`src/inc/scsd_params.svh`:
```
// constants for the system clock source divider
`ifndef SCSD_PARAMS_SVH
`define SCSD_PARAMS_SVH
`define SCSD_ADDR_CFG 4'h0
`define SCSD_ADDR_CFG_EXT 4'h4
`define SCSD_ADDR_STATUS 4'h8
`define SCSD_ADDR_GATE 4'hc
`define SCSD_CFG_RESET 32'h0780_2ed1
`define SCSD_CFG_EXT_RESET 32'h0780_0010
`define SCSD_GATE_RESET 32'h0000_0000
`define SCSD_LOCK_COUNT 16'h1200
// field positions
`define SCSD_F_SKIP 11
`define SCSD_F_PLL_OFF 13
`define SCSD_F_CRYSTAL_OFF 0
`define SCSD_F_FAST_OFF 1
`define SCSD_F_SRC_LO 4
`define SCSD_F_DIV_LO 23
`define SCSD_F_USE_EXT 31
`define SCSD_F_SLEEP_SRC_LO 24
`define SCSD_F_DEEP_SRC_LO 28
`endif

```
`src/inc/scsd_pkg.sv`:
```
// types of the system clock source divider
`default_nettype none
package scsd_pkg;
    typedef enum logic [1:0]
    {
        SCSD_SRC_CRYSTAL = 2'h0,
        SCSD_SRC_FAST = 2'h1,
        SCSD_SRC_FAST_DIV4 = 2'h2,
        SCSD_SRC_SLOW = 2'h3
    } scsd_src_t;
    typedef enum logic [1:0]
    {
        SCSD_MODE_RUN = 2'h0,
        SCSD_MODE_SLEEP = 2'h1,
        SCSD_MODE_DEEP = 2'h2
    } scsd_mode_t;
endpackage : scsd_pkg
`default_nettype wire

```
`src/scsd_divider.sv`:
```
// integer divider giving one-cycle core clock enables
`default_nettype none
module scsd_divider
#(
    parameter int unsigned DIV_W = 7
)
(
    input wire logic i_ref_clk,
    input wire logic i_rst_n,
    input wire logic i_src_tick,
    input wire logic [DIV_W-1:0] i_factor,
    output logic o_tick
);
    logic [DIV_W-1:0] cnt_r;
    logic [DIV_W-1:0] cnt_nxt;
    logic tick_nxt;
    logic tick_r;
    initial
    begin
        if (DIV_W < 2)
            $error("divider width too small");
    end
    // factor compared on every source tick, so a new factor takes effect at once
    always_comb
    begin
        cnt_nxt = cnt_r;
        tick_nxt = 1'b0;
        if (i_src_tick)
        begin
            if (cnt_r + 1'b1 >= i_factor)
            begin
                cnt_nxt = '0;
                tick_nxt = 1'b1;
            end
            else
                cnt_nxt = cnt_r + 1'b1;
        end
    end
    always_ff @(posedge i_ref_clk or negedge i_rst_n)
    begin
        if (!i_rst_n)
        begin
            cnt_r <= '0;
            tick_r <= 1'b0;
        end
        else
        begin
            cnt_r <= cnt_nxt;
            tick_r <= tick_nxt;
        end
    end
    assign o_tick = tick_r;
endmodule : scsd_divider
`default_nettype wire

```
`src/scsd_lock_timer.sv`:
```
// pll lock wait down-counter on the crystal tick
`default_nettype none
`include "scsd_params.svh"
module scsd_lock_timer
#(
    parameter int unsigned COUNT_W = 16,
    parameter logic [15:0] LOCK_COUNT = `SCSD_LOCK_COUNT
)
(
    input wire logic i_ref_clk,
    input wire logic i_rst_n,
    input wire logic i_crystal_tick,
    input wire logic i_restart,
    output logic o_locked
);
    logic [COUNT_W-1:0] cnt_r;
    logic [COUNT_W-1:0] cnt_nxt;
    initial
    begin
        if (COUNT_W < 13 || COUNT_W > 16)
            $error("lock counter width out of range");
    end
    always_comb
    begin
        cnt_nxt = cnt_r;
        if (i_restart)
            cnt_nxt = LOCK_COUNT[COUNT_W-1:0];
        else if (i_crystal_tick && cnt_r != '0)
            cnt_nxt = cnt_r - 1'b1;
    end
    always_ff @(posedge i_ref_clk or negedge i_rst_n)
    begin
        if (!i_rst_n)
            cnt_r <= LOCK_COUNT[COUNT_W-1:0];
        else
            cnt_r <= cnt_nxt;
    end
    assign o_locked = (cnt_r == '0);
    chk_lock_reload : assert property (@(posedge i_ref_clk) disable iff (!i_rst_n)
        i_restart |=> !o_locked)
        else $error("lock not cleared on restart");
endmodule : scsd_lock_timer
`default_nettype wire

```
`src/scsd_top.sv`:
```
// system clock source selection, divisor and wishbone registers
//
// The implementer's own choices: the Wishbone interface to the registers and the register offsets.
`default_nettype none
`include "scsd_params.svh"
module scsd_top
#(
    parameter int unsigned GATE_W = 32,
    parameter logic [15:0] LOCK_COUNT = `SCSD_LOCK_COUNT
)
(
    input wire logic i_ref_clk,
    input wire logic i_rst_n,
    input wire logic i_crystal_tick,
    input wire logic i_fast_tick,
    input wire logic i_slow_tick,
    input wire logic i_pll_tick,
    input wire logic [1:0] i_power_mode,
    input wire logic i_wb_cyc,
    input wire logic i_wb_stb,
    input wire logic i_wb_we,
    input wire logic [3:0] i_wb_adr,
    input wire logic [3:0] i_wb_sel,
    input wire logic [31:0] i_wb_dat,
    output logic [31:0] o_wb_dat,
    output logic o_wb_ack,
    output logic o_core_clock_net,
    output logic [GATE_W-1:0] o_periph_clk_en,
    output logic o_crystal_en,
    output logic o_fast_en,
    output logic o_pll_en
);
    ////////////////////////////////////////////////////////////////////////////
    logic [31:0] run_clock_config_r;
    logic [31:0] run_clock_config_nxt;
    logic [31:0] run_clock_config_ext_r;
    logic [31:0] run_clock_config_ext_nxt;
    logic [GATE_W-1:0] gate_r;
    logic [GATE_W-1:0] gate_nxt;
    logic ack_r;
    logic ack_nxt;
    logic [31:0] rdat_r;
    logic [31:0] rdat_nxt;
    logic wr_cfg;
    logic wr_ext;
    logic use_ext_config;
    logic skip;
    logic pll_off;
    logic [1:0] source_pick;
    logic [5:0] core_clock_net_divisor;
    logic [1:0] mode_src;
    logic pll_cfg_change;
    logic locked;
    logic src_tick;
    logic half_r;
    logic half_nxt;
    logic pll_half_tick;
    logic use_pll;
    logic [6:0] factor;
    logic core_tick;
    logic core_r;
    logic [GATE_W-1:0] gate_out_r;
    logic [2:0] en_r;
    logic [1:0] fdiv4_r;
    logic [1:0] fdiv4_nxt;
    logic core_nxt;
    logic [GATE_W-1:0] gate_out_nxt;
    logic [2:0] en_nxt;
    initial
    begin
        if (GATE_W < 1 || GATE_W > 32)
            $error("gate width out of range");
    end

    function automatic logic [31:0] merge_sel(input logic [31:0] old,
        input logic [31:0] dat, input logic [3:0] sel);
        logic [31:0] res;
        res = old;
        for (int i = 0; i < 4; i++)
        begin
            if (sel[i])
                res[i*8 +: 8] = dat[i*8 +: 8];
        end
        return res;
    endfunction : merge_sel

    ////////////////////////////////////////////////////////////////////////////
    // wishbone slave, one wait state, unmapped reads zero
    assign wr_cfg = i_wb_cyc && i_wb_stb && i_wb_we && !ack_r && i_wb_adr == `SCSD_ADDR_CFG;
    assign wr_ext = i_wb_cyc && i_wb_stb && i_wb_we && !ack_r
        && i_wb_adr == `SCSD_ADDR_CFG_EXT;
    always_comb
    begin
        ack_nxt = i_wb_cyc && i_wb_stb && !ack_r;
        run_clock_config_nxt = run_clock_config_r;
        run_clock_config_ext_nxt = run_clock_config_ext_r;
        gate_nxt = gate_r;
        rdat_nxt = 32'h0000_0000;
        if (wr_cfg)
            run_clock_config_nxt = merge_sel(run_clock_config_r, i_wb_dat, i_wb_sel);
        if (wr_ext)
            run_clock_config_ext_nxt = merge_sel(run_clock_config_ext_r, i_wb_dat, i_wb_sel);
        if (i_wb_cyc && i_wb_stb && i_wb_we && !ack_r && i_wb_adr == `SCSD_ADDR_GATE)
            gate_nxt = GATE_W'(merge_sel(32'(gate_r), i_wb_dat, i_wb_sel));
        if (i_wb_cyc && i_wb_stb && !i_wb_we && !ack_r)
        begin
            unique case (i_wb_adr)
                `SCSD_ADDR_CFG: rdat_nxt = run_clock_config_r;
                `SCSD_ADDR_CFG_EXT: rdat_nxt = run_clock_config_ext_r;
                `SCSD_ADDR_STATUS: rdat_nxt = {28'h000_0000, use_pll, locked, source_pick};
                `SCSD_ADDR_GATE: rdat_nxt = 32'(gate_r);
                default: rdat_nxt = 32'h0000_0000;
            endcase
        end
    end
    always_ff @(posedge i_ref_clk or negedge i_rst_n)
    begin
        if (!i_rst_n)
        begin
            run_clock_config_r <= `SCSD_CFG_RESET;
            run_clock_config_ext_r <= `SCSD_CFG_EXT_RESET;
            gate_r <= GATE_W'(`SCSD_GATE_RESET);
            ack_r <= 1'b0;
            rdat_r <= 32'h0000_0000;
        end
        else
        begin
            run_clock_config_r <= run_clock_config_nxt;
            run_clock_config_ext_r <= run_clock_config_ext_nxt;
            gate_r <= gate_nxt;
            ack_r <= ack_nxt;
            rdat_r <= rdat_nxt;
        end
    end
    assign o_wb_ack = ack_r;
    assign o_wb_dat = rdat_r;

    ////////////////////////////////////////////////////////////////////////////
    // field selection
    assign use_ext_config = run_clock_config_ext_r[`SCSD_F_USE_EXT];
    always_comb
    begin
        if (use_ext_config)
        begin
            skip = run_clock_config_ext_r[`SCSD_F_SKIP];
            pll_off = run_clock_config_ext_r[`SCSD_F_PLL_OFF];
            mode_src = run_clock_config_ext_r[`SCSD_F_SRC_LO +: 2];
            core_clock_net_divisor = run_clock_config_ext_r[`SCSD_F_DIV_LO +: 6];
        end
        else
        begin
            skip = run_clock_config_r[`SCSD_F_SKIP];
            pll_off = run_clock_config_r[`SCSD_F_PLL_OFF];
            mode_src = run_clock_config_r[`SCSD_F_SRC_LO +: 2];
            core_clock_net_divisor = {2'h0, run_clock_config_r[`SCSD_F_DIV_LO +: 4]};
        end
        // deep sleep may use 30 kHz
        unique case (i_power_mode)
            scsd_pkg::SCSD_MODE_SLEEP: source_pick = run_clock_config_r[`SCSD_F_SLEEP_SRC_LO +: 2];
            scsd_pkg::SCSD_MODE_DEEP: source_pick = run_clock_config_r[`SCSD_F_DEEP_SRC_LO +: 2];
            default: source_pick = mode_src;
        endcase
    end

    ////////////////////////////////////////////////////////////////////////////
    // pll lock wait
    assign pll_cfg_change = (wr_cfg || wr_ext) && (pll_off != (use_ext_config ?
        run_clock_config_ext_nxt[`SCSD_F_PLL_OFF] : run_clock_config_nxt[`SCSD_F_PLL_OFF]));
    scsd_lock_timer #(.COUNT_W(16), .LOCK_COUNT(LOCK_COUNT)) u_lock
    (
        .i_ref_clk(i_ref_clk),
        .i_rst_n(i_rst_n),
        .i_crystal_tick(i_crystal_tick),
        .i_restart(pll_cfg_change),
        .o_locked(locked)
    );
    assign use_pll = !skip && !pll_off && locked
        && source_pick == scsd_pkg::SCSD_SRC_CRYSTAL && i_power_mode == scsd_pkg::SCSD_MODE_RUN;

    ////////////////////////////////////////////////////////////////////////////
    // source pick and pll halving
    // halve pll first
    always_comb
    begin
        half_nxt = half_r ^ i_pll_tick;
    end
    always_ff @(posedge i_ref_clk or negedge i_rst_n)
    begin
        if (!i_rst_n)
            half_r <= 1'b0;
        else
            half_r <= half_nxt;
    end
    assign pll_half_tick = i_pll_tick && half_r;
    always_comb
    begin
        if (use_pll)
            src_tick = pll_half_tick;
        else
        begin
            unique case (scsd_pkg::scsd_src_t'(source_pick))
                scsd_pkg::SCSD_SRC_CRYSTAL: src_tick = i_crystal_tick;
                scsd_pkg::SCSD_SRC_FAST: src_tick = i_fast_tick;
                scsd_pkg::SCSD_SRC_FAST_DIV4: src_tick = i_fast_tick && fdiv4_r == 2'h3;
                scsd_pkg::SCSD_SRC_SLOW: src_tick = i_slow_tick;
            endcase
        end
    end
    // fast oscillator quarter rate
    always_comb
    begin
        fdiv4_nxt = fdiv4_r + 2'(i_fast_tick);
    end
    always_ff @(posedge i_ref_clk or negedge i_rst_n)
    begin
        if (!i_rst_n)
            fdiv4_r <= 2'h0;
        else
            fdiv4_r <= fdiv4_nxt;
    end

    ////////////////////////////////////////////////////////////////////////////
    // divisor
    // divisor on chosen source
    assign factor = 7'(core_clock_net_divisor) + 7'h01;
    scsd_divider #(.DIV_W(7)) u_div
    (
        .i_ref_clk(i_ref_clk),
        .i_rst_n(i_rst_n),
        .i_src_tick(src_tick),
        .i_factor(factor),
        .o_tick(core_tick)
    );
    always_comb
    begin
        core_nxt = core_tick;
        gate_out_nxt = gate_r & {GATE_W{core_tick}};
        en_nxt = {~pll_off, ~run_clock_config_r[`SCSD_F_FAST_OFF],
            ~run_clock_config_r[`SCSD_F_CRYSTAL_OFF]};
    end
    // output flip-flops
    always_ff @(posedge i_ref_clk or negedge i_rst_n)
    begin
        if (!i_rst_n)
        begin
            core_r <= 1'b0;
            gate_out_r <= '0;
            en_r <= 3'h0;
        end
        else
        begin
            core_r <= core_nxt;
            gate_out_r <= gate_out_nxt;
            en_r <= en_nxt;
        end
    end
    assign o_core_clock_net = core_r;
    assign o_periph_clk_en = gate_out_r;
    assign o_crystal_en = en_r[0];
    assign o_fast_en = en_r[1];
    assign o_pll_en = en_r[2];

    ////////////////////////////////////////////////////////////////////////////
    // bus and clock selection checks
    chk_pll_needs_lock : assert property (@(posedge i_ref_clk) disable iff (!i_rst_n)
        use_pll |-> locked && !skip)
        else $error("pll used before lock");
    chk_wb_ack_once : assert property (@(posedge i_ref_clk) disable iff (!i_rst_n)
        ack_r |=> !ack_r)
        else $error("ack held two cycles");
    chk_core_gate : assert property (@(posedge i_ref_clk) disable iff (!i_rst_n)
        !core_r |-> o_periph_clk_en == '0)
        else $error("peripheral enable without core tick");
    chk_reset_src : assert property (@(posedge i_ref_clk) disable iff (!i_rst_n)
        $rose(i_rst_n) |-> !use_pll)
        else $error("pll after reset");
    chk_lock_restart : assert property (@(posedge i_ref_clk) disable iff (!i_rst_n)
        pll_cfg_change |=> !use_pll)
        else $error("pll used right after a pll change");
    chk_skip_no_pll : assert property (@(posedge i_ref_clk) disable iff (!i_rst_n)
        skip |-> !use_pll)
        else $error("pll used with skip set");
    chk_wb_ack_answer : assert property (@(posedge i_ref_clk) disable iff (!i_rst_n)
        i_wb_cyc && i_wb_stb && !ack_r |=> ack_r)
        else $error("request not acknowledged");

    // scenario covers
    cov_pll_used : cover property (@(posedge i_ref_clk) disable iff (!i_rst_n) use_pll);
    cov_ext_used : cover property (@(posedge i_ref_clk) disable iff (!i_rst_n) use_ext_config);
    cov_deep : cover property (@(posedge i_ref_clk) disable iff (!i_rst_n)
        i_power_mode == scsd_pkg::SCSD_MODE_DEEP && core_r);
    cov_sleep : cover property (@(posedge i_ref_clk) disable iff (!i_rst_n)
        i_power_mode == scsd_pkg::SCSD_MODE_SLEEP && core_r);
    cov_lock_restart : cover property (@(posedge i_ref_clk) disable iff (!i_rst_n)
        pll_cfg_change);
endmodule : scsd_top
`default_nettype wire
```
`config.mk`:
```
export PLATFORM = sky130hd
export DESIGN_NAME = scsd_top
export DESIGN_NICKNAME = d
export VERILOG_FILES = /design/src/inc/scsd_pkg.sv /design/src/scsd_divider.sv /design/src/scsd_lock_timer.sv /design/src/scsd_top.sv
export VERILOG_INCLUDE_DIRS = /design/src /design/src/inc
export SDC_FILE = /design/constraint.sdc
export NUM_CORES = 1
export LEC_CHECK = 0
export ABC_AREA = 1
export BUFFER_PORTS_ARGS = -buffer_cell sky130_fd_sc_hd__buf_2
export CAP_MARGIN = 25
export CORE_AREA = 2 2 144 146
export CTS_CLUSTER_SIZE = 16
export DETAILED_ROUTE_END_ITERATION = 16
export DIE_AREA = 0 0 146 148
export GPL_ROUTABILITY_DRIVEN = 0
export PLACE_DENSITY_LB_ADDON = 0.2
export SYNTH_ARGS = -nofsm -noshare
export SYNTH_HDL_FRONTEND = slang
export SYNTH_SLANG_ARGS = --single-unit
```
`constraint.sdc`:
```
create_clock -name i_ref_clk -period 3.55 [get_ports i_ref_clk]
set_clock_uncertainty 0.1 [all_clocks]
set_input_delay 0.71 -clock i_ref_clk [delete_from_list [all_inputs] [get_ports i_ref_clk]]
set_output_delay 0.71 -clock i_ref_clk [all_outputs]
set_load 0.01 [all_outputs]
```
Word level (Yosys, flattened, before mapping) --
Cells that the tools add are included.
Operators by class: bitwise logic cells 5, equality and inequality tests 10, order comparisons 1, reduce and logical (&&, ||, !) cells 40, $add $sub $neg 4, mux-type cells 21
Operators by type and width (count):
- case mux 32 bit (4 select lines) | 1
- AND 32 bit | 1
- two-way mux 16 bit | 2
- two-way mux 32 bit | 1
- two-way mux 14 bit | 2
- AND reduction 2 bit | 12
- two-way mux 6 bit | 3
- logical AND 1 bit | 17
- logical NOT 16 bit | 1
- two-way mux 8 bit | 2
- nonzero test 16 bit | 1
- subtractor 16 x 1 -> 16 bit, second input constant | 1
- equality test 2 bit, second input constant | 4
- equality test 4 bit, second input constant | 2
- adder 6 x 1 -> 7 bit, second input constant | 1
- adder 7 x 1 -> 7 bit, second input constant | 1
- greater-or-equal comparator 7 bit | 1
- two-way mux 7 bit | 1
- two-way mux 1 bit | 6
- equality test 2 x 1 -> 1 bit, second input constant | 2
- equality test 4 x 3 -> 1 bit, second input constant | 1
- logical NOT 1 bit | 4
- logical NOT 2 bit | 2
- logical NOT 4 bit | 1
- 9 further kinds | 11
Storage, ports and cells: output and inout port bits 69, logic and storage cells 105, register bits after elaboration 192, input port bits 51

Depth between registers and ports, before layout --
depth in word-level cells 9, gate-level depth with buffers 18, depth with buffers taken out 17

Hierarchy --
A second synthesis with hierarchy kept.
Unflattened totals: cells, all modules 1060, area, all modules 8754.6 um^2
Modules (own cells, without submodules):
- scsd_top | area an instance 6952.9 um^2, seq. area each 4225.3 um^2, instances 1, cells each 798
- scsd_lock_timer | area an instance 1101.1 um^2, seq. area each 402.9 um^2, instances 1, cells each 156
- scsd_divider | area an instance 700.7 um^2, seq. area each 200.2 um^2, instances 1, cells each 106

Worst setup path before layout --
OpenSTA, ideal clock, no wires.
path type register -> register, start register run_clock_config_ext_r[31], end register u_div.cnt_r[0], path slack 0.971 ns, library setup time 0.118 ns, path buffers 2, cell stages (with the launch flop) 17, arrival 2.362 ns, path through dfrtp_1 buf_6 buf_2 nand2_1 o21ai_0 inv_1 ha_1 inv_1 nor2_1 nand2_1 xnor2_1 ha_1 nand3_1 o211ai_1 nor2_1 nand3_1 nand2_1
Between the ends: cells in the longest elaborated chain, start to end 7, elaborated cells between the ends (all ways) 20
RTL lines:
- start, declared | line scsd_top.sv:36 | logic [31:0] run_clock_config_ext_r;
- start signal, assigned | line scsd_top.sv:121 | run_clock_config_ext_r <= `SCSD_CFG_EXT_RESET;
- start signal, assigned | line scsd_top.sv:129 | run_clock_config_ext_r <= run_clock_config_ext_nxt;
- branches (longest 7 deep; another with adder 6 x 1 -> 7 bit)
- end signal, assigned | line scsd_divider.sv:48 | cnt_r <= cnt_nxt;
- end, declared | line scsd_divider.sv:14 | logic [DIV_W-1:0] cnt_r;
Several ways; the timed one is not identified. A chain may end at the register's enable or synchronous reset.

Final worst setup path --
start register run_clock_config_ext_r[31], end register u_div.cnt_r[4]
The elaborated chain is that of the path after synthesis.

==> reports/qor.yml <==
worst_hold_path:
  hold_class: "input pin to asynchronous set/reset pin"
timing:
  rsz0062_at_grt: "false"
  min_period_ns: 3.18
  tightestPinTransition_ns: 0.697
  max_freq_ghz: 0.314
  hold_violations: 0
  finalMaxSlewViolations: 0
  final.setup.tns_ns: 0
  hold_slack_ns: 0.216
  relSlewSlack: 0.535
  period_share: 0.897
  finalSetupViolations: 0
placed_design:
  placed_cells: 1397
  portBuffers: 119
  dp_hpwl_um: 14800
die:
  core_um2: 20000
  start_util: 0.440
  die_h_um: 148
  std_cell_rows: 52
  die-width_um: 146
  io_pins: 120
  dieArea_um2: 21600
synth:
  synth_nets: 1092
  synth_edf_count: 0
  yosys.area.top_type: "dfrtp_1"
  synth-async-reset-ratio: 1.00
  yosys.cell_count.top_type: "nand2_1"
  yosysSeqAreaShare: 0.547
  synth_ff_type: "dfrtp_1"
  synth.distinct_cells: 41
  ys_ff_latch: 192
  avgSynthCellArea_um2: 8.61
  yosys_warnings: 0
  netlist_top_cells_area: "dfrtp_1, nand2_1, inv_1"
  synthCells: 1025
  yosysTopAreaCellShare: 0.491
  synth_area_um2: 8830
  netlist_top_cells_count: "nand2_1, dfrtp_1, inv_1"
power:
  p_int_w: 0.00382
  p_comb_frac: 0.166
  switching_share: 0.308
  p_clk_frac: 0.369
  seqPwrFrac: 0.465
  ir_worst_vdd_uv: 308
  p_per_area_nw_per_um2: 533
  cellLeakagePower_nw: 5.72
  switchingPower_w: 0.00170
  p_total_w: 0.00552
clock_network:
  htreeDepth: 4
  cts_buffer_depth: 2
  postCtsHoldBufs: 0
  cts-root-buf: "clkbuf_16"
  cts_buffers: 17
  path_clk_slew_ns: 0.07
  cts-resized-gates: 0
  clkLatencyLatePin_ns: 0.44
  postCtsSetupBuffers: 0
  cts_tree: "yes"
  cts_sinks: 192
worst_setup_path:
  crit_fanout: 17
  path_buf_inv: 3
  cp.required_ns: 3.78
  crit_type: "flop to flop"
  r2r-start: "run_clock_config_ext_r[31]"
  endpoint_kind: "flop"
  crit_family: "simple AND/OR/NAND/NOR gates"
  cpMaxStageDelayCell: "dfrtp_1"
  startpoint: "run_clock_config_ext_r[31]"
  worstPathCellList: "inv_6 -> or2_2 -> o21ai_0 -> inv_1 -> ha_1 -> inv_1 -> nor2_1 -> nand2_1 -> xnor2_1 -> ha_1 -> nand3_1 -> o211ai_1 -> nor2_1 -> nand3_1 -> nand2_1"
  cp-start-kind: "flop"
  max_stage_delay_ns: 0.74
  crit_arrival_ns: 3.41
drt:
  drc: 0
  drt-total-wl_um: 20800
  drt-initial-drc-count: 334
  via_count: 6882
  routedWlPerCell_um: 14.6
  antenna_left: 0
  first_pass_iters: 5
  vias_per_cell: 4.81
grt:
  grt.total_usage: 0.202
  antenna_found_initial: 3
  grt_max_degree: 86
  grt_pass1_vias: 6858
  grt_first_pass_wirelength_um: 34400
  grt_overflow_total: 0
final_layout:
  stdcell_count: 1430
  drive_gt1_frac: 0.204
  ff_latch_area_um2: 4830
  final_nets: 1213
  nFillCells: 1991
  area_growth_pct: 17.2
  utilization: 0.516
  multi_input_area_um2: 3280
job:
  cap_violations: 0
outcome:
  outcome: "completed"
==> layer usage <==
metal | vias up | share of wire | global-route usage | wire (µm)
li1 | 3442 | - | - | -
met4 | 0 | 0.013 | 0.0568 | 266
met2 | 139 | 0.49 | 0.344 | 10200
met5 | - | 0 | 0 | 0
met3 | 21 | 0.045 | 0.0497 | 946
met1 | 3280 | 0.45 | 0.257 | 9420
==> power by group through the flow <==
stage               sequential (W)  clock [W]  combinational, W
finish                     0.00257    0.00203          0.000918
global route               0.00260    0.00217           0.00106
CTS                        0.00257    0.00208          0.000931
detailed placement         0.00261          0          0.000927
global placement           0.00261          0          0.000915
floorplan                  0.00256          0          0.000645
==> placed cells by master, fill, tap and decap left out, types with 17 or more instances in the layout <==
| cell type | count |
|---|---|
| nor2_1 | 49 |
| o21ai_0 | 45 |
| o21ai_1 | 59 |
| buf_2 | 118 |
| clkbuf_16 | 17 |
| xor2_1 | 18 |
| dfstp_2 | 19 |
| nand3_1 | 70 |
| dfrtp_1 | 173 |
| inv_1 | 139 |
| nand2_1 | 315 |
==> per-stage QoR <==
step | setup WS [ns] | cell area, µm²
after CTS | 0.389 | 10300
final | 0.365 | 10300
after global placement | 0.476 | 9720
after global routing | 0.0440 | 10300
after floorplan | 0.971 | 8830
after detailed placement | 0.402 | 9720
==> sequential cells by signal, summed over array words and instances (netlist names) <==
name                    count
gate_r                     32
u_div.cnt_r                 7
en_r                        3
run_clock_config_ext_r     32
o_core_clock_net            1
u_div.o_tick                1
fdiv4_r                     2
o_wb_ack                    1
u_lock.cnt_r               16
o_wb_dat                   32
o_periph_clk_en            32
half_r                      1
run_clock_config_r         32
==> final timing paths <==
| check | slack, ns | end | cells past startpoint |
|---|---|---|---|
| setup / recovery | 0.37 | u_div.cnt_r[4] | 15 |
| hold / removal | 0.22 | o_periph_clk_en[0] | 1 |
| setup reg to reg | 0.37 | u_div.cnt_r[4] | 15 |
| max in group asynchronous | 2.24 | run_clock_config_r[23] | 2 |
| min in group i_ref_clk | 0.36 | en_r[1] | 1 |
| hold reg to reg | 0.36 | en_r[1] | 1 |
==> layout make-up <==
class | instances | share of cell area
multi-input cells | 655 | 0.317
repair buffers | 132 | 0.0690
well taps | 270 | 0.0326
clock inverters | 14 | 0.0179
inverters | 148 | 0.0543
clock buffers | 18 | 0.0424
flip-flops and latches | 192 | 0.467
diodes | 1 | 0.000242
==> logic make-up after synthesis <==
kind of cell,count (synthesis),synth area share
flops,192,0.547
simple gates,491,0.250
buf+inv,178,0.0822
compound gates,126,0.0761
fa+ha+maj,16,0.0227
xor+xnor,22,0.0218
==> worst reg2reg max path: stages, from the launching register on <==
cell,delay [ns]
dfrtp_1,0.74
inv_6,0.08
or2_2,0.29
o21ai_0,0.10
inv_1,0.07
ha_1,0.22
inv_1,0.06
nor2_1,0.05
nand2_1,0.09
xnor2_1,0.07
ha_1,0.32
nand3_1,0.08
o211ai_1,0.56
nor2_1,0.09
nand3_1,0.11
nand2_1,0.06
Note: power is estimated with default switching activity, not from simulation.
